### src/core/lifl_defs.vh
`ifndef LIFL_DEFS_VH
`define LIFL_DEFS_VH

`define LIFL_AW            8
`define LIFL_DW            8

`define LIFL_ADDR_PEND1    8'h12
`define LIFL_ADDR_PEND2    8'h13
`define LIFL_ADDR_PEND3    8'h14
`define LIFL_ADDR_MASK1    8'h15
`define LIFL_ADDR_MASK2    8'h16
`define LIFL_ADDR_MASK3    8'h17

`define LIFL_RST_PEND      8'h00
`define LIFL_RST_MASK      8'h00
`define LIFL_ZERO          8'h00

`define LIFL_VALID_FULL    8'hFF
`define LIFL_VALID_GRP3    8'h07
`define LIFL_VALID_GRP3_NT 8'h06

`define LIFL_BIT_PA_HI     7
`define LIFL_BIT_PA_LO     2
`define LIFL_BIT_LOOP      1
`define LIFL_BIT_RTRIP     0
`define LIFL_BIT_CAL       2
`define LIFL_BIT_IND       1
`define LIFL_BIT_TONE      0

`define LIFL_BIT_MTR_INACT 7
`define LIFL_BIT_MTR_ACT   6
`define LIFL_BIT_RNG_INACT 5
`define LIFL_BIT_RNG_ACT   4
`define LIFL_BIT_O2_INACT  3
`define LIFL_BIT_O2_ACT    2
`define LIFL_BIT_O1_INACT  1
`define LIFL_BIT_O1_ACT    0

`endif

### src/core/lifl_irq.v
`timescale 1ns/100ps
`default_nettype none
`include "lifl_defs.vh"

module lifl_irq #(
  parameter HAS_TONE_DECODER = 1
) (
  input  wire                    clock,
  input  wire                    rst,
  input  wire [`LIFL_AW-1:0]     reg_addr,
  input  wire                    reg_wr,
  input  wire                    reg_rd,
  input  wire [`LIFL_DW-1:0]     reg_wdata,
  output reg  [`LIFL_DW-1:0]     reg_rdata,
  output reg                     reg_rvalid,
  output reg                     reg_rhit,
  input  wire                    meter_inactive_evt,
  input  wire                    meter_active_evt,
  input  wire                    ring_inactive_evt,
  input  wire                    ring_active_evt,
  input  wire                    osc2_inactive_evt,
  input  wire                    osc2_active_evt,
  input  wire                    osc1_inactive_evt,
  input  wire                    osc1_active_evt,
  input  wire [5:0]              power_alarm_evt,
  input  wire                    loop_closure_evt,
  input  wire                    ring_trip_evt,
  input  wire                    hook_state,
  input  wire                    cal_running,
  input  wire                    indirect_done_evt,
  input  wire                    tone_digit_evt,
  output reg                     irq
);

  // address match, used by the write decode; the read mux uses its own case
  function addr_is;
    input [`LIFL_AW-1:0] addr;
    input [`LIFL_AW-1:0] target;
    begin
      addr_is = (addr == target);
    end
  endfunction

  // mask update: keeps only implemented bits
  function [`LIFL_DW-1:0] mask_next;
    input                cur_wr;
    input [`LIFL_DW-1:0] cur;
    input [`LIFL_DW-1:0] wdata;
    input [`LIFL_DW-1:0] valid;
    begin
      mask_next = (cur_wr ? wdata : cur) & valid;
    end
  endfunction

  wire [`LIFL_DW-1:0] grp3_valid;
  wire [`LIFL_DW-1:0] pend1;
  wire [`LIFL_DW-1:0] pend2;
  wire [`LIFL_DW-1:0] pend3;
  wire [`LIFL_DW-1:0] set1;
  wire [`LIFL_DW-1:0] set2;
  wire [`LIFL_DW-1:0] set3;
  wire                wr_pend1;
  wire                wr_pend2;
  wire                wr_pend3;
  wire                wr_mask1;
  wire                wr_mask2;
  wire                wr_mask3;
  wire                cal_error_evt;
  wire                irq_d;

  reg  [`LIFL_DW-1:0] mask1_q;
  reg  [`LIFL_DW-1:0] mask2_q;
  reg  [`LIFL_DW-1:0] mask3_q;
  reg                 hook_prev_q;
  reg                 hook_seen_q;
  reg  [`LIFL_DW-1:0] rdata_d;
  reg                 rhit_d;

  // tone bit exists only with the decoder; otherwise reads 0
  assign grp3_valid = (HAS_TONE_DECODER != 0) ? `LIFL_VALID_GRP3 : `LIFL_VALID_GRP3_NT;

  assign wr_pend1 = reg_wr & addr_is(reg_addr, `LIFL_ADDR_PEND1);
  assign wr_pend2 = reg_wr & addr_is(reg_addr, `LIFL_ADDR_PEND2);
  assign wr_pend3 = reg_wr & addr_is(reg_addr, `LIFL_ADDR_PEND3);
  assign wr_mask1 = reg_wr & addr_is(reg_addr, `LIFL_ADDR_MASK1);
  assign wr_mask2 = reg_wr & addr_is(reg_addr, `LIFL_ADDR_MASK2);
  assign wr_mask3 = reg_wr & addr_is(reg_addr, `LIFL_ADDR_MASK3);

  // hook edge while calibration runs; first sample after reset is no edge
  assign cal_error_evt = cal_running & hook_seen_q & (hook_state != hook_prev_q);

  always @(posedge clock or posedge rst) begin
    if (rst) begin
      hook_prev_q <= 1'b0;
      hook_seen_q <= 1'b0;
    end else begin
      hook_prev_q <= hook_state;
      hook_seen_q <= 1'b1;
    end
  end

  // timer events, paired bit for bit with mask 1
  assign set1[`LIFL_BIT_MTR_INACT] = meter_inactive_evt;
  assign set1[`LIFL_BIT_MTR_ACT]   = meter_active_evt;
  assign set1[`LIFL_BIT_RNG_INACT] = ring_inactive_evt;
  assign set1[`LIFL_BIT_RNG_ACT]   = ring_active_evt;
  assign set1[`LIFL_BIT_O2_INACT]  = osc2_inactive_evt;
  assign set1[`LIFL_BIT_O2_ACT]    = osc2_active_evt;
  assign set1[`LIFL_BIT_O1_INACT]  = osc1_inactive_evt;
  assign set1[`LIFL_BIT_O1_ACT]    = osc1_active_evt;

  // alarm sixth down to first in bits 7..2
  assign set2[`LIFL_BIT_PA_HI:`LIFL_BIT_PA_LO] = power_alarm_evt;
  assign set2[`LIFL_BIT_LOOP]  = loop_closure_evt;
  assign set2[`LIFL_BIT_RTRIP] = ring_trip_evt;

  assign set3[`LIFL_DW-1:`LIFL_BIT_CAL+1] = 5'h00;
  assign set3[`LIFL_BIT_CAL]  = cal_error_evt;
  assign set3[`LIFL_BIT_IND]  = indirect_done_evt;
  assign set3[`LIFL_BIT_TONE] = tone_digit_evt;

  // write-one-to-clear flag banks
  lifl_flag_bank u_pend1 (
    .clock      (clock),
    .rst        (rst),
    .valid_bits (`LIFL_VALID_FULL),
    .set_evt    (set1),
    .clr_wr     (wr_pend1),
    .clr_data   (reg_wdata),
    .flags_q    (pend1)
  );

  lifl_flag_bank u_pend2 (
    .clock      (clock),
    .rst        (rst),
    .valid_bits (`LIFL_VALID_FULL),
    .set_evt    (set2),
    .clr_wr     (wr_pend2),
    .clr_data   (reg_wdata),
    .flags_q    (pend2)
  );

  lifl_flag_bank u_pend3 (
    .clock      (clock),
    .rst        (rst),
    .valid_bits (grp3_valid),
    .set_evt    (set3),
    .clr_wr     (wr_pend3),
    .clr_data   (reg_wdata),
    .flags_q    (pend3)
  );

  // enable masks, plain read/write storage
  always @(posedge clock or posedge rst) begin
    if (rst) begin
      mask1_q <= `LIFL_RST_MASK;
      mask2_q <= `LIFL_RST_MASK;
      mask3_q <= `LIFL_RST_MASK;
    end else begin
      mask1_q <= mask_next(wr_mask1, mask1_q, reg_wdata, `LIFL_VALID_FULL);
      mask2_q <= mask_next(wr_mask2, mask2_q, reg_wdata, `LIFL_VALID_FULL);
      mask3_q <= mask_next(wr_mask3, mask3_q, reg_wdata, grp3_valid);
    end
  end

  // named views of the mask fields
  wire       meter_inactive_enable;
  wire       meter_active_enable;
  wire       ring_inactive_enable;
  wire       ring_active_enable;
  wire       osc2_inactive_enable;
  wire       osc2_active_enable;
  wire       osc1_inactive_enable;
  wire       osc1_active_enable;
  wire [5:0] power_alarm_enable;
  wire       loop_closure_enable;
  wire       ring_trip_enable;
  wire       cal_error_enable;
  wire       indirect_done_enable;
  wire       tone_digit_enable;

  assign meter_inactive_enable = mask1_q[`LIFL_BIT_MTR_INACT];
  assign meter_active_enable   = mask1_q[`LIFL_BIT_MTR_ACT];
  assign ring_inactive_enable  = mask1_q[`LIFL_BIT_RNG_INACT];
  assign ring_active_enable    = mask1_q[`LIFL_BIT_RNG_ACT];
  assign osc2_inactive_enable  = mask1_q[`LIFL_BIT_O2_INACT];
  assign osc2_active_enable    = mask1_q[`LIFL_BIT_O2_ACT];
  assign osc1_inactive_enable  = mask1_q[`LIFL_BIT_O1_INACT];
  assign osc1_active_enable    = mask1_q[`LIFL_BIT_O1_ACT];
  assign power_alarm_enable    = mask2_q[`LIFL_BIT_PA_HI:`LIFL_BIT_PA_LO];
  assign loop_closure_enable   = mask2_q[`LIFL_BIT_LOOP];
  assign ring_trip_enable      = mask2_q[`LIFL_BIT_RTRIP];
  assign cal_error_enable      = mask3_q[`LIFL_BIT_CAL];
  assign indirect_done_enable  = mask3_q[`LIFL_BIT_IND];
  assign tone_digit_enable     = mask3_q[`LIFL_BIT_TONE];

  // named views of the pending fields
  wire       meter_inactive_pending;
  wire       meter_active_pending;
  wire       ring_inactive_pending;
  wire       ring_active_pending;
  wire       osc2_inactive_pending;
  wire       osc2_active_pending;
  wire       osc1_inactive_pending;
  wire       osc1_active_pending;
  wire [5:0] power_alarm_pending;
  wire       loop_closure_pending;
  wire       ring_trip_pending;
  wire       cal_error_pending;
  wire       indirect_done_pending;
  wire       tone_digit_pending;

  assign meter_inactive_pending = pend1[`LIFL_BIT_MTR_INACT];
  assign meter_active_pending   = pend1[`LIFL_BIT_MTR_ACT];
  assign ring_inactive_pending  = pend1[`LIFL_BIT_RNG_INACT];
  assign ring_active_pending    = pend1[`LIFL_BIT_RNG_ACT];
  assign osc2_inactive_pending  = pend1[`LIFL_BIT_O2_INACT];
  assign osc2_active_pending    = pend1[`LIFL_BIT_O2_ACT];
  assign osc1_inactive_pending  = pend1[`LIFL_BIT_O1_INACT];
  assign osc1_active_pending    = pend1[`LIFL_BIT_O1_ACT];
  assign power_alarm_pending    = pend2[`LIFL_BIT_PA_HI:`LIFL_BIT_PA_LO];
  assign loop_closure_pending   = pend2[`LIFL_BIT_LOOP];
  assign ring_trip_pending      = pend2[`LIFL_BIT_RTRIP];
  assign cal_error_pending      = pend3[`LIFL_BIT_CAL];
  assign indirect_done_pending  = pend3[`LIFL_BIT_IND];
  assign tone_digit_pending     = pend3[`LIFL_BIT_TONE];

  // per-source gating, mask 0 blocks, 1 passes
  wire timer_req =
    (meter_inactive_pending & meter_inactive_enable) |
    (meter_active_pending   & meter_active_enable)   |
    (ring_inactive_pending  & ring_inactive_enable)  |
    (ring_active_pending    & ring_active_enable)    |
    (osc2_inactive_pending  & osc2_inactive_enable)  |
    (osc2_active_pending    & osc2_active_enable)    |
    (osc1_inactive_pending  & osc1_inactive_enable)  |
    (osc1_active_pending    & osc1_active_enable);

  wire line_req =
    (|(power_alarm_pending & power_alarm_enable)) |
    (loop_closure_pending & loop_closure_enable)  |
    (ring_trip_pending    & ring_trip_enable);

  wire misc_req =
    (cal_error_pending     & cal_error_enable)     |
    (indirect_done_pending & indirect_done_enable) |
    (tone_digit_pending    & tone_digit_enable);

  assign irq_d = timer_req | line_req | misc_req;

  always @(posedge clock or posedge rst) begin
    if (rst) begin
      irq <= 1'b0;
    end else begin
      irq <= irq_d;
    end
  end

  // read mux; reserved bits already zero in storage
  always @* begin
    rdata_d = `LIFL_ZERO;
    rhit_d  = 1'b1;
    case (reg_addr)
      `LIFL_ADDR_PEND1: begin
        rdata_d = pend1;
      end
      `LIFL_ADDR_PEND2: begin
        rdata_d = pend2;
      end
      `LIFL_ADDR_PEND3: begin
        rdata_d = pend3;
      end
      `LIFL_ADDR_MASK1: begin
        rdata_d = mask1_q;
      end
      `LIFL_ADDR_MASK2: begin
        rdata_d = mask2_q;
      end
      `LIFL_ADDR_MASK3: begin
        rdata_d = mask3_q;
      end
      default: begin
        rdata_d = `LIFL_ZERO;
        rhit_d  = 1'b0;
      end
    endcase
  end

  // read answer one cycle after the strobe, held until the next read
  always @(posedge clock or posedge rst) begin
    if (rst) begin
      reg_rdata  <= `LIFL_ZERO;
      reg_rvalid <= 1'b0;
      reg_rhit   <= 1'b0;
    end else begin
      reg_rvalid <= reg_rd;
      if (reg_rd) begin
        reg_rdata <= rdata_d;
        reg_rhit  <= rhit_d;
      end
    end
  end

endmodule
`default_nettype wire

### src/core/lifl_flag_bank.v
`timescale 1ns/100ps
`default_nettype none
`include "lifl_defs.vh"

module lifl_flag_bank (
  input  wire                    clock,
  input  wire                    rst,
  input  wire [`LIFL_DW-1:0]     valid_bits,
  input  wire [`LIFL_DW-1:0]     set_evt,
  input  wire                    clr_wr,
  input  wire [`LIFL_DW-1:0]     clr_data,
  output reg  [`LIFL_DW-1:0]     flags_q
);

  wire [`LIFL_DW-1:0] clr_bits;
  wire [`LIFL_DW-1:0] flags_d;

  // only ones in the write data clear
  assign clr_bits = clr_wr ? clr_data : `LIFL_ZERO;

  // clear first, then set, so a same-cycle event survives
  assign flags_d = ((flags_q & ~clr_bits) | set_evt) & valid_bits;

  always @(posedge clock or posedge rst) begin
    if (rst) begin
      flags_q <= `LIFL_RST_PEND;
    end else begin
      flags_q <= flags_d;
    end
  end

endmodule
`default_nettype wire

### config.mk
export PLATFORM = sky130hd
export DESIGN_NAME = lifl_irq
export DESIGN_NICKNAME = d
export VERILOG_FILES = /design/src/core/lifl_irq.v /design/src/core/lifl_flag_bank.v
export VERILOG_INCLUDE_DIRS = /design/src /design/src/core
export SDC_FILE = /design/constraint.sdc
export NUM_CORES = 1
export LEC_CHECK = 0
export BUFFER_PORTS_ARGS = -buffer_cell sky130_fd_sc_hd__buf_2
export CAP_MARGIN = 10
export CORE_UTILIZATION = 55
export CTS_BUF_LIST = sky130_fd_sc_hd__clkbuf_4
export CTS_CLUSTER_DIAMETER = 50
export DETAILED_ROUTE_END_ITERATION = 12
export MAX_ROUTING_LAYER = met4
export PLACE_DENSITY = 0.76
export SLEW_MARGIN = 30
export SYNTH_ARGS = -nofsm -noshare
export SYNTH_HDL_FRONTEND = slang
export SYNTH_SLANG_ARGS = --single-unit
### constraint.sdc
create_clock -name clock -period 3.9 [get_ports clock]
set_clock_uncertainty 0.1 [all_clocks]
set_input_delay 0.39 -clock clock [delete_from_list [all_inputs] [get_ports clock]]
set_output_delay 0.39 -clock clock [all_outputs]
set_load 0.05 [all_outputs]
==> results of run 1 <==
[final cells by class]
class | instances | area share [%]
clock inverters | 3 | 1.37
multi-input cells | 140 | 39.4
repair buffers | 51 | 9.21
well taps | 52 | 2.30
flip-flops and latches | 51 | 45.2
clock buffers | 5 | 1.33
inverters | 9 | 1.28
[kinds of logic after synthesis]
family          count (synthesis)  share of synthesized area, %
compound gates                 56                          17.6
simple gates                   54                          12.5
flops                          51                          51.4
mux                            28                          13.8
buf+inv                        19                          4.18
xor+xnor                        1                         0.353
other cells                     1                         0.151
[synthesized netlist by cell type, types with 4 or more instances]
cell type and instances:
nor2_1 5, nand3_1 11, a21o_1 18, mux2_2 17, a22oi_1 15, dfrtp_1 51, clkbuf_1 5, o22ai_1 4
mux2_4 8, inv_1 9, nand2_1 20
[final timing paths]
check | startpoint | endpoint | slack, ns | cells after the start
max | reg_addr[0] | u_pend1.flags_q[0]$_DFF_PP0_ | 1.82 | 5
min | hook_state | hook_prev_q$_DFF_PP0_ | 0.04 | 1
max reg2reg | u_pend3.flags_q[1]$_DFF_PP0_ | reg_rdata[1]$_DFFE_PP0P_ | 2.48 | 4
min reg2reg | hook_seen_q$_DFF_PP0_ | u_pend3.flags_q[2]$_DFF_PP0_ | 0.42 | 1
max in group asynchronous | rst | u_pend1.flags_q[4]$_DFF_PP0_ | 2.75 | 3
min in group asynchronous | rst | reg_rdata[7]$_DFFE_PP0P_ | 0.53 | 3
[worst reg2reg max path, cell delays in order (launching register included)]
cell     delay (ns)
dfrtp_1        0.44
mux2_2         0.28
a22oi_1        0.22
nor2_1         0.07
o221a_2        0.23
[routing by layer]
metal / track usage [%] / part of all wire, %
met1: 34.3 / 47
met2: 35.8 / 45
met3: 5.67 / 4.9
met4: 11.8 / 2.7
met5: - / 0
[state kept, by name (all words and copies together), names as in the netlist, 3 cells and up]
signal,count
u_pend1.flags_q,8
u_pend3.flags_q,3
u_pend2.flags_q,8
mask2_q,8
mask1_q,8
mask3_q,3
reg_rdata,8
[power groups by stage]
stage	sequential (mW)	combinational [mW]	clock (mW)
global route	0.556	0.143	0.324
CTS	0.555	0.132	0.302
finish	0.555	0.131	0.295
floorplan	0.580	0.0677	0
detailed placement	0.565	0.131	0
global placement	0.564	0.128	0
[stage by stage]
stage                     worst slack, ns  hold slack, ns
after floorplan                      1.71           0.321
after global placement               1.16           0.376
after global routing                 1.63          0.0201
after CTS                            1.84          0.0299
final                                1.82          0.0415
after detailed placement             1.43           0.390
[what timing repair did]
action | in CTS | in global routing
hold buffers | 1 | 0
endpoints found under the setup margin | 0 | 0
endpoints found under the hold margin | 4 | 0
==> results.toml, run 1 <==
[status]
outcome = "finished clean"

[cts]
clock_latency_ns = 0.37
clkSinkCount = 51
cts_root_buffer = "clkbuf_4"
cts_resized = 0
cts.reportedPaths.clkPinSlew_ns = 0.13
tritoncts = "built"
clockBufferDepth = 2
post-cts-setup-buffers = 0
htree_levels = 2
numCtsBuffers = 5

[logic_synthesis]
avgSynthCellArea_sq_um = 11.8
ys_top_cells_by_area = "dfrtp_1 (51%), mux2_2 (7.7%), a21o_1 (5.4%), mux2_4 (4.8%), a22oi_1 (4.5%)"
yosysTopAreaCell = "dfrtp_1"
synth-edff-count = 0
synth-async-reset-ratio_pct = 100
syn-num-nets = 250
synth-seq-cells = 51
synth_warnings = 0
ys_types = 43
synth_flop_cell = "dfrtp_1"
ys_seq_area_share_pct = 51.4
synth_area_sq_mm = 0.00248
postSynthCellCount = 210
synth_top_area_share_pct = 51.4

[floorplan]
coreArea_sq_mm = 0.00435
start_util_pct = 57.0
die_x_um = 69.2
io_pins = 51
dieHeight_um = 69.2
dieArea_sq_mm = 0.00479
rows = 24

[worst_setup_path]
critPathLaunchType = "primary input"
cpMaxStageDelayCell = "nor4b_4"
critPathBufInv = 1
cp-end-kind = "flip-flop"
cp.required_ns = 4.08
critical_path.max_fanout = 15
crit_family = "simple AND/OR/NAND/NOR gates"
critical_path_class = "in -> reg"
max_stage_delay_ns = 0.70
arrival_ns = 2.26
crit_chain = "buf_2 -> nor3b_1 -> nor4b_4 -> nand2_1 -> a21o_1"

[final_layout]
final_cell_mix = "dfrtp_1 (51), buf_2 (50), nand2_1 (20)"
final_common_cell = "dfrtp_1"
fillCellCount = 362
drive_above_1_share_pct = 35.9
multi_input_comb_area_sq_mm = 0.00111
seq_area_sq_mm = 0.00128
design_area_sq_mm = 0.00283
n_antenna_cell = 0
fin_nets = 298
final_cells = 311
area_delta_synth_final_pct = 13.8
final_core_util_pct = 64.9

[pwr]
p_leak_nw = 1.23
swShare_pct = 25.6
comb_power_share_pct = 13.4
finalPower_uw = 981
irDropWorstVdd_mv = 0.253
power.density_mw_per_mm2 = 347
p_int_uw = 730
seqPwrFrac_pct = 56.6
clkPwrFrac_pct = 30.1
switchingPower_uw = 251

[placement]
place_congestion = 0.872
portBuffers = 50
dp_hpwl_mm = 3.98
place_inst = 302
dpl_cell_area_sq_mm = 0.00274

[flow_run]
cap_violations = 0

[sta]
worst_pin_slew_ns = 0.971
rsz0062_at_grt = "false"
max_freq_ghz = 0.480
period_minus_slack_ns = 2.08
finalHoldViolCount = 0
period_share_pct = 53.4
slew_headroom_pct = 35.1
setup_violations = 0
tns_ns = 0
slew_violations = 0

[global_route]
grt_max_degree = 52
grt_pass1_vias = 1793
grt_usage_pct = 25.1
grt_overflow_total = 0
grt_pass1_wl_mm = 9.01
antenna_found_initial = 0

[min_path]
min_path_type = "in -> reg"

[route]
vias = 1858
drcViolationCount = 0
route.final.wire_length_mm = 5.46
ant_nets = 0
vias_per_cell = 5.97
initialDrtViolationCount = 171
wire_per_inst_um = 17.5
dr.pass1.iters = 4
No activity file was read; power rests on OpenSTA's default activity.
==> run 2, diff against run 1 <==
==> constraint.sdc (replaced) <==
create_clock -name clock -period 2 [get_ports clock]
set_clock_uncertainty 0.1 [all_clocks]
set_input_delay 0.2 -clock clock [delete_from_list [all_inputs] [get_ports clock]]
set_output_delay 0.2 -clock clock [all_outputs]
set_load 0.05 [all_outputs]
==> results.toml, run 2 (synthesis gave the netlist of run 1 again) <==
[worst_setup_path]
critPathLaunchType = "primary input"
cp.required_ns = 2.19
arrival_ns = 1.79
critical_path_class = "in -> reg"
critical_path.max_fanout = 13
cp-end-kind = "flip-flop"

[placement]
pre_cts_ws_ns = 0.00411
place_congestion = 0.877
dp_hpwl_mm = 4.18
portBuffers = 50

[status]
violations = "DRC"
outcome = "finished, violations left"

[cts]
cts_root_buffer = "clkbuf_4"
clock_latency_ns = 0.37
cts.reportedPaths.clkPinSlew_ns = 0.14
clkSinkCount = 51
tritoncts = "built"
htree_levels = 2
cts_resized = 0
clockBufferDepth = 2
numCtsBuffers = 5

[global_route]
grt_usage_pct = 27.3
grt_pass1_wl_mm = 9.80
grt_overflow_total = 0
antenna_found_initial = 0
grt_pass1_vias = 1949
grt_max_degree = 28

[sta]
worst_slack_ns = 0.403
rsz0062_at_grt = "false"
finalHoldViolCount = 0
slew_headroom_pct = 62.0
period_share_pct = 79.9
max_freq_ghz = 0.626
slew_violations = 0
period_minus_slack_ns = 1.60
worst_pin_slew_ns = 0.569
setup_violations = 0

[route]
wire_per_inst_um = 16.9
drcViolationCount = 1
route.met2.wl_mm = 2.78
initialDrtViolationCount = 184
drt-met1-wl_mm = 2.59
vias = 2003
ant_nets = 0
route.final.wire_length_mm = 5.85
vias_per_cell = 5.79
dr.pass1.iters = 8
highest_layer = "met4"
wl_met3_um = 325

[pwr]
p_leak_nw = 1.39
power.density_mw_per_mm2 = 664
finalPower_mw = 2.10
irDropWorstVdd_mv = 0.449

[final_layout]
fin_nets = 333
final_cell_mix = "dfrtp_1 (51), buf_2 (50), dlygate4sd3_1 (24)"
drive_above_1_share_pct = 36.1
n_antenna_cell = 0
final_common_cell = "dfrtp_1"
area_delta_synth_final_pct = 27.4

[min_path]
min_path_type = "in -> reg"

[flow_run]
cap_violations = 0

[floorplan]
start_util_pct = 57.0
die_x_um = 69.2
io_pins = 51
dieHeight_um = 69.2
dieArea_sq_mm = 0.00479
rows = 24
coreArea_sq_mm = 0.00435
## run 2: cell count changes in the layout (fill, tap and decap cells not counted)
cell,before,now
nor4b_4,1,0
clkinv_2,1,0
inv_2,0,1
nor4b_2,0,1
bufinv_16,1,2
dlygate4sd3_1,1,24
buf_4,0,12
clkinv_1,1,0
inv_4,1,0
clkinvlp_4,0,1
## run 2: worst paths after layout
| kind | from | to | slack, ns | cells past startpoint |
|---|---|---|---|---|
| setup / recovery | reg_rd | reg_rdata[3]$_DFFE_PP0P_ | 0.40 | 5 |
| hold / removal | reg_wdata[6] | mask2_q[6]$_DFFE_PP0P_ | 0.007 | 2 |
| setup reg to reg | u_pend3.flags_q[0]$_DFF_PP0_ | reg_rdata[0]$_DFFE_PP0P_ | 0.54 | 4 |
| hold reg to reg | hook_seen_q$_DFF_PP0_ | u_pend3.flags_q[2]$_DFF_PP0_ | 0.42 | 1 |
| max in group asynchronous | rst | u_pend1.flags_q[4]$_DFF_PP0_ | 0.88 | 4 |
| min in group asynchronous | rst | reg_rdata[2]$_DFFE_PP0P_ | 0.30 | 3 |
## run 2: final cells by class
type                            count  area, sq um
Clock buffer                        5         37.5
Clock inverter                      3         67.6
Fill cell                         334         1190
Inverter                            9         33.8
Multi-Input combinational cell    140         1100
Sequential cell                    51         1280
Tap cell                           52         65.1
Timing Repair Buffer               86          581
## run 2: per-layer routing
| metal | vias up | GRT usage [%] |
|---|---|---|
| met5 | - | - |
| met3 | 17 | 4.22 |
| li1 | 943 | - |
| met4 | 0 | 9.75 |
| met2 | 80 | 40.8 |
| met1 | 963 | 38.2 |
## run 2: repair_timing
action                    4_1_cts  5_1_grt
hold endpoints to repair       48        0
hold buffers                   24        0
setup buffers                   0        0
## run 2: per-stage QoR
stage                     setup TNS, ns  instance area (sq um)  hold WS, ns  cells  utilization [%]
after floorplan                 -0.0290                   2480        0.131    210                -
after global placement                0                   2820        0.180    314             64.7
after detailed placement              0                   2820        0.191    314             64.7
after CTS                             0                   3160     0.000168    346             72.7
after global routing                  0                   3160      0.00184    346             72.7
final                                 0                   3160      0.00713    346             72.7
## run 2: where the power goes
part	switching (mW)	internal [mW]
sequential	0.0208	1.06
clock	0.326	0.389
combinational	0.162	0.141
total	0.509	1.59
## run 2: worst max-delay path, cell delays in order
cell and delay [ns]:
dlygate4sd3_1 0.52, buf_2 0.23, o21ai_0 0.15, or3_2 0.50
o221ai_1 0.19
==> run 3, diff against run 2 <==
--- a/config.mk
+++ b/config.mk
@@ -8,12 +8,12 @@
 export LEC_CHECK = 0
 export BUFFER_PORTS_ARGS = -buffer_cell sky130_fd_sc_hd__buf_2
 export CAP_MARGIN = 10
-export CORE_UTILIZATION = 55
+export CORE_UTILIZATION = 51
 export CTS_BUF_LIST = sky130_fd_sc_hd__clkbuf_4
 export CTS_CLUSTER_DIAMETER = 50
 export DETAILED_ROUTE_END_ITERATION = 12
 export MAX_ROUTING_LAYER = met4
-export PLACE_DENSITY = 0.76
+export PLACE_DENSITY = 0.74
 export SLEW_MARGIN = 30
 export SYNTH_ARGS = -nofsm -noshare
 export SYNTH_HDL_FRONTEND = slang
==> constraint.sdc (replaced) <==
create_clock -name clock -period 1.31 [get_ports clock]
set_clock_uncertainty 0.1 [all_clocks]
set_input_delay 0.131 -clock clock [delete_from_list [all_inputs] [get_ports clock]]
set_output_delay 0.131 -clock clock [all_outputs]
set_load 0.05 [all_outputs]
==> results.toml, run 3 (synthesis gave the netlist of run 1 again) <==
[placement]
dp_hpwl_mm = 4.82
portBuffers = 50
pre_cts_ws_ns = -0.579
place_congestion = 0.878
place_inst = 347

[worst_setup_path]
reg2reg_to = "reg_rdata[2]$_DFFE_PP0P_"
arrival_ns = 1.64
cp-end-kind = "flip-flop"
critPathLaunchType = "primary input"
r2r_cells = 4
critical_path.max_fanout = 7
critical_path_class = "in -> reg"
r2r_slack_ns = -0.10
crit_end = "mask3_q[1]$_DFFE_PP0P_"
crit_start = "reg_addr[7]"
r2r_start = "u_pend3.flags_q[2]$_DFF_PP0_"
cp.required_ns = 1.48

[final_layout]
final_cell_mix = "dfrtp_1 (51), buf_2 (48), buf_4 (37)"
final_common_cell = "dfrtp_1"
n_antenna_cell = 0
final_cells = 386
final_core_util_pct = 76.8
drive_above_1_share_pct = 46.1
fin_nets = 371
area_delta_synth_final_pct = 45.1

[floorplan]
coreArea_sq_mm = 0.00469
die_x_um = 71.8
start_util_pct = 52.9
io_pins = 51
dieHeight_um = 71.8
dieArea_sq_mm = 0.00515
rows = 25

[pwr]
clkPwrFrac_pct = 24.1
irDropWorstVdd_mv = 0.553
p_int_mw = 2.18
comb_power_share_pct = 20.4
power.density_mw_per_mm2 = 826
finalPower_mw = 2.98
p_leak_nw = 1.61
swShare_pct = 26.6
switchingPower_uw = 791
seqPwrFrac_pct = 55.5

[sta]
rsz0062_at_grt = "true"
period_share_pct = 112
hold_slack_ns = 0.133
slew_violations = 0
worst_slack_ns = -0.160
max_freq_ghz = 0.680
setup_violations = 35
finalHoldViolCount = 0
period_minus_slack_ns = 1.47

[status]
violations = "setup timing"
outcome = "finished, violations left"

[route]
vias = 2152
wire_per_inst_um = 17.7
route.final.wire_length_mm = 6.85
vias_per_cell = 5.58
drcViolationCount = 0
initialDrtViolationCount = 97
dr.pass1.iters = 4
ant_nets = 0

[cts]
cts.reportedPaths.clkPinSlew_ns = 0.14
clkSinkCount = 51
tritoncts = "built"
numCtsBuffers = 5
clock_latency_ns = 0.36
cts_root_buffer = "clkbuf_4"
htree_levels = 2
clockBufferDepth = 2

[global_route]
grt_max_degree = 52
antenna_found_initial = 0
grt_pass1_wl_mm = 11.1
grt_pass1_vias = 2295
grt_usage_pct = 29.9
grt_overflow_total = 0

[min_path]
min_path_type = "in -> reg"

[flow_run]
cap_violations = 0
-- run 3: area by class of cell --
| cell class | count | area [sq um] |
|---|---|---|
| Clock buffer | 7 | 52.6 |
| Clock inverter | 1 | 5.00 |
| Fill cell | 307 | 1090 |
| Inverter | 9 | 37.5 |
| Multi-Input combinational cell | 140 | 1210 |
| Sequential cell | 51 | 1280 |
| Tap cell | 54 | 67.6 |
| Timing Repair Buffer | 124 | 951 |
-- run 3: stage by stage --
step	instance area [sq um]	setup TNS (ns)
CTS	3570	-2.50
finish	3600	-3.26
global route	3600	-3.77
global placement	3150	-20.50
detailed placement	3150	-21.67
floorplan	2530	-18.06
-- run 3: worst min-delay path by stage --
stage                                          end  slack [ns]  depth (start not counted)         from
after floorplan              hook_prev_q$_DFF_PP0_        0.06                          0   hook_state
after global placement        reg_rvalid$_DFF_PP0_        0.11                          3          rst
after CTS                 reg_rdata[3]$_DFFE_PP0P_        0.12                          4  reg_addr[3]
after detailed placement  reg_rdata[0]$_DFFE_PP0P_        0.12                          3          rst
after global routing      reg_rdata[3]$_DFFE_PP0P_        0.16                          4  reg_addr[3]
final                     reg_rdata[3]$_DFFE_PP0P_        0.13                          4  reg_addr[3]
-- run 3: metal layers --
metal | GRT usage [%] | part of all wire (%) | wire [um] | vias up
li1 | - | - | - | 1020
met1 | 36.5 | 42 | 2850 | 1024
met2 | 48.3 | 50 | 3410 | 82
met3 | 6.33 | 4.9 | 336 | 26
met4 | 12.4 | 3.8 | 262 | 0
met5 | - | 0 | 0 | -
-- run 3: worst max-delay path, cell delays in order --
cell and delay [ns]:
buf_6 0.09, or4b_4 0.60, or2_4 0.28, nor3_4 0.21
mux2_4 0.32
-- run 3: power groups by stage --
stage	Clock (mW)	Sequential, mW	Combinational [mW]
after CTS	0.737	1.65	0.591
final	0.716	1.65	0.608
after detailed placement	0	1.68	0.502
after global placement	0	1.68	0.492
after floorplan	0	1.73	0.212
after global routing	0.791	1.66	0.651
-- run 3: what timing repair did --
action | 4_1_cts | 5_1_grt
endpoints found under the setup margin | 35 | 41
endpoints found under the hold margin | 90 | 0
setup buffers | 1 | 0
hold buffers | 30 | 0
pin swaps | 4 | 6
resized for setup | 10 | 9
gates cloned | 0 | 0
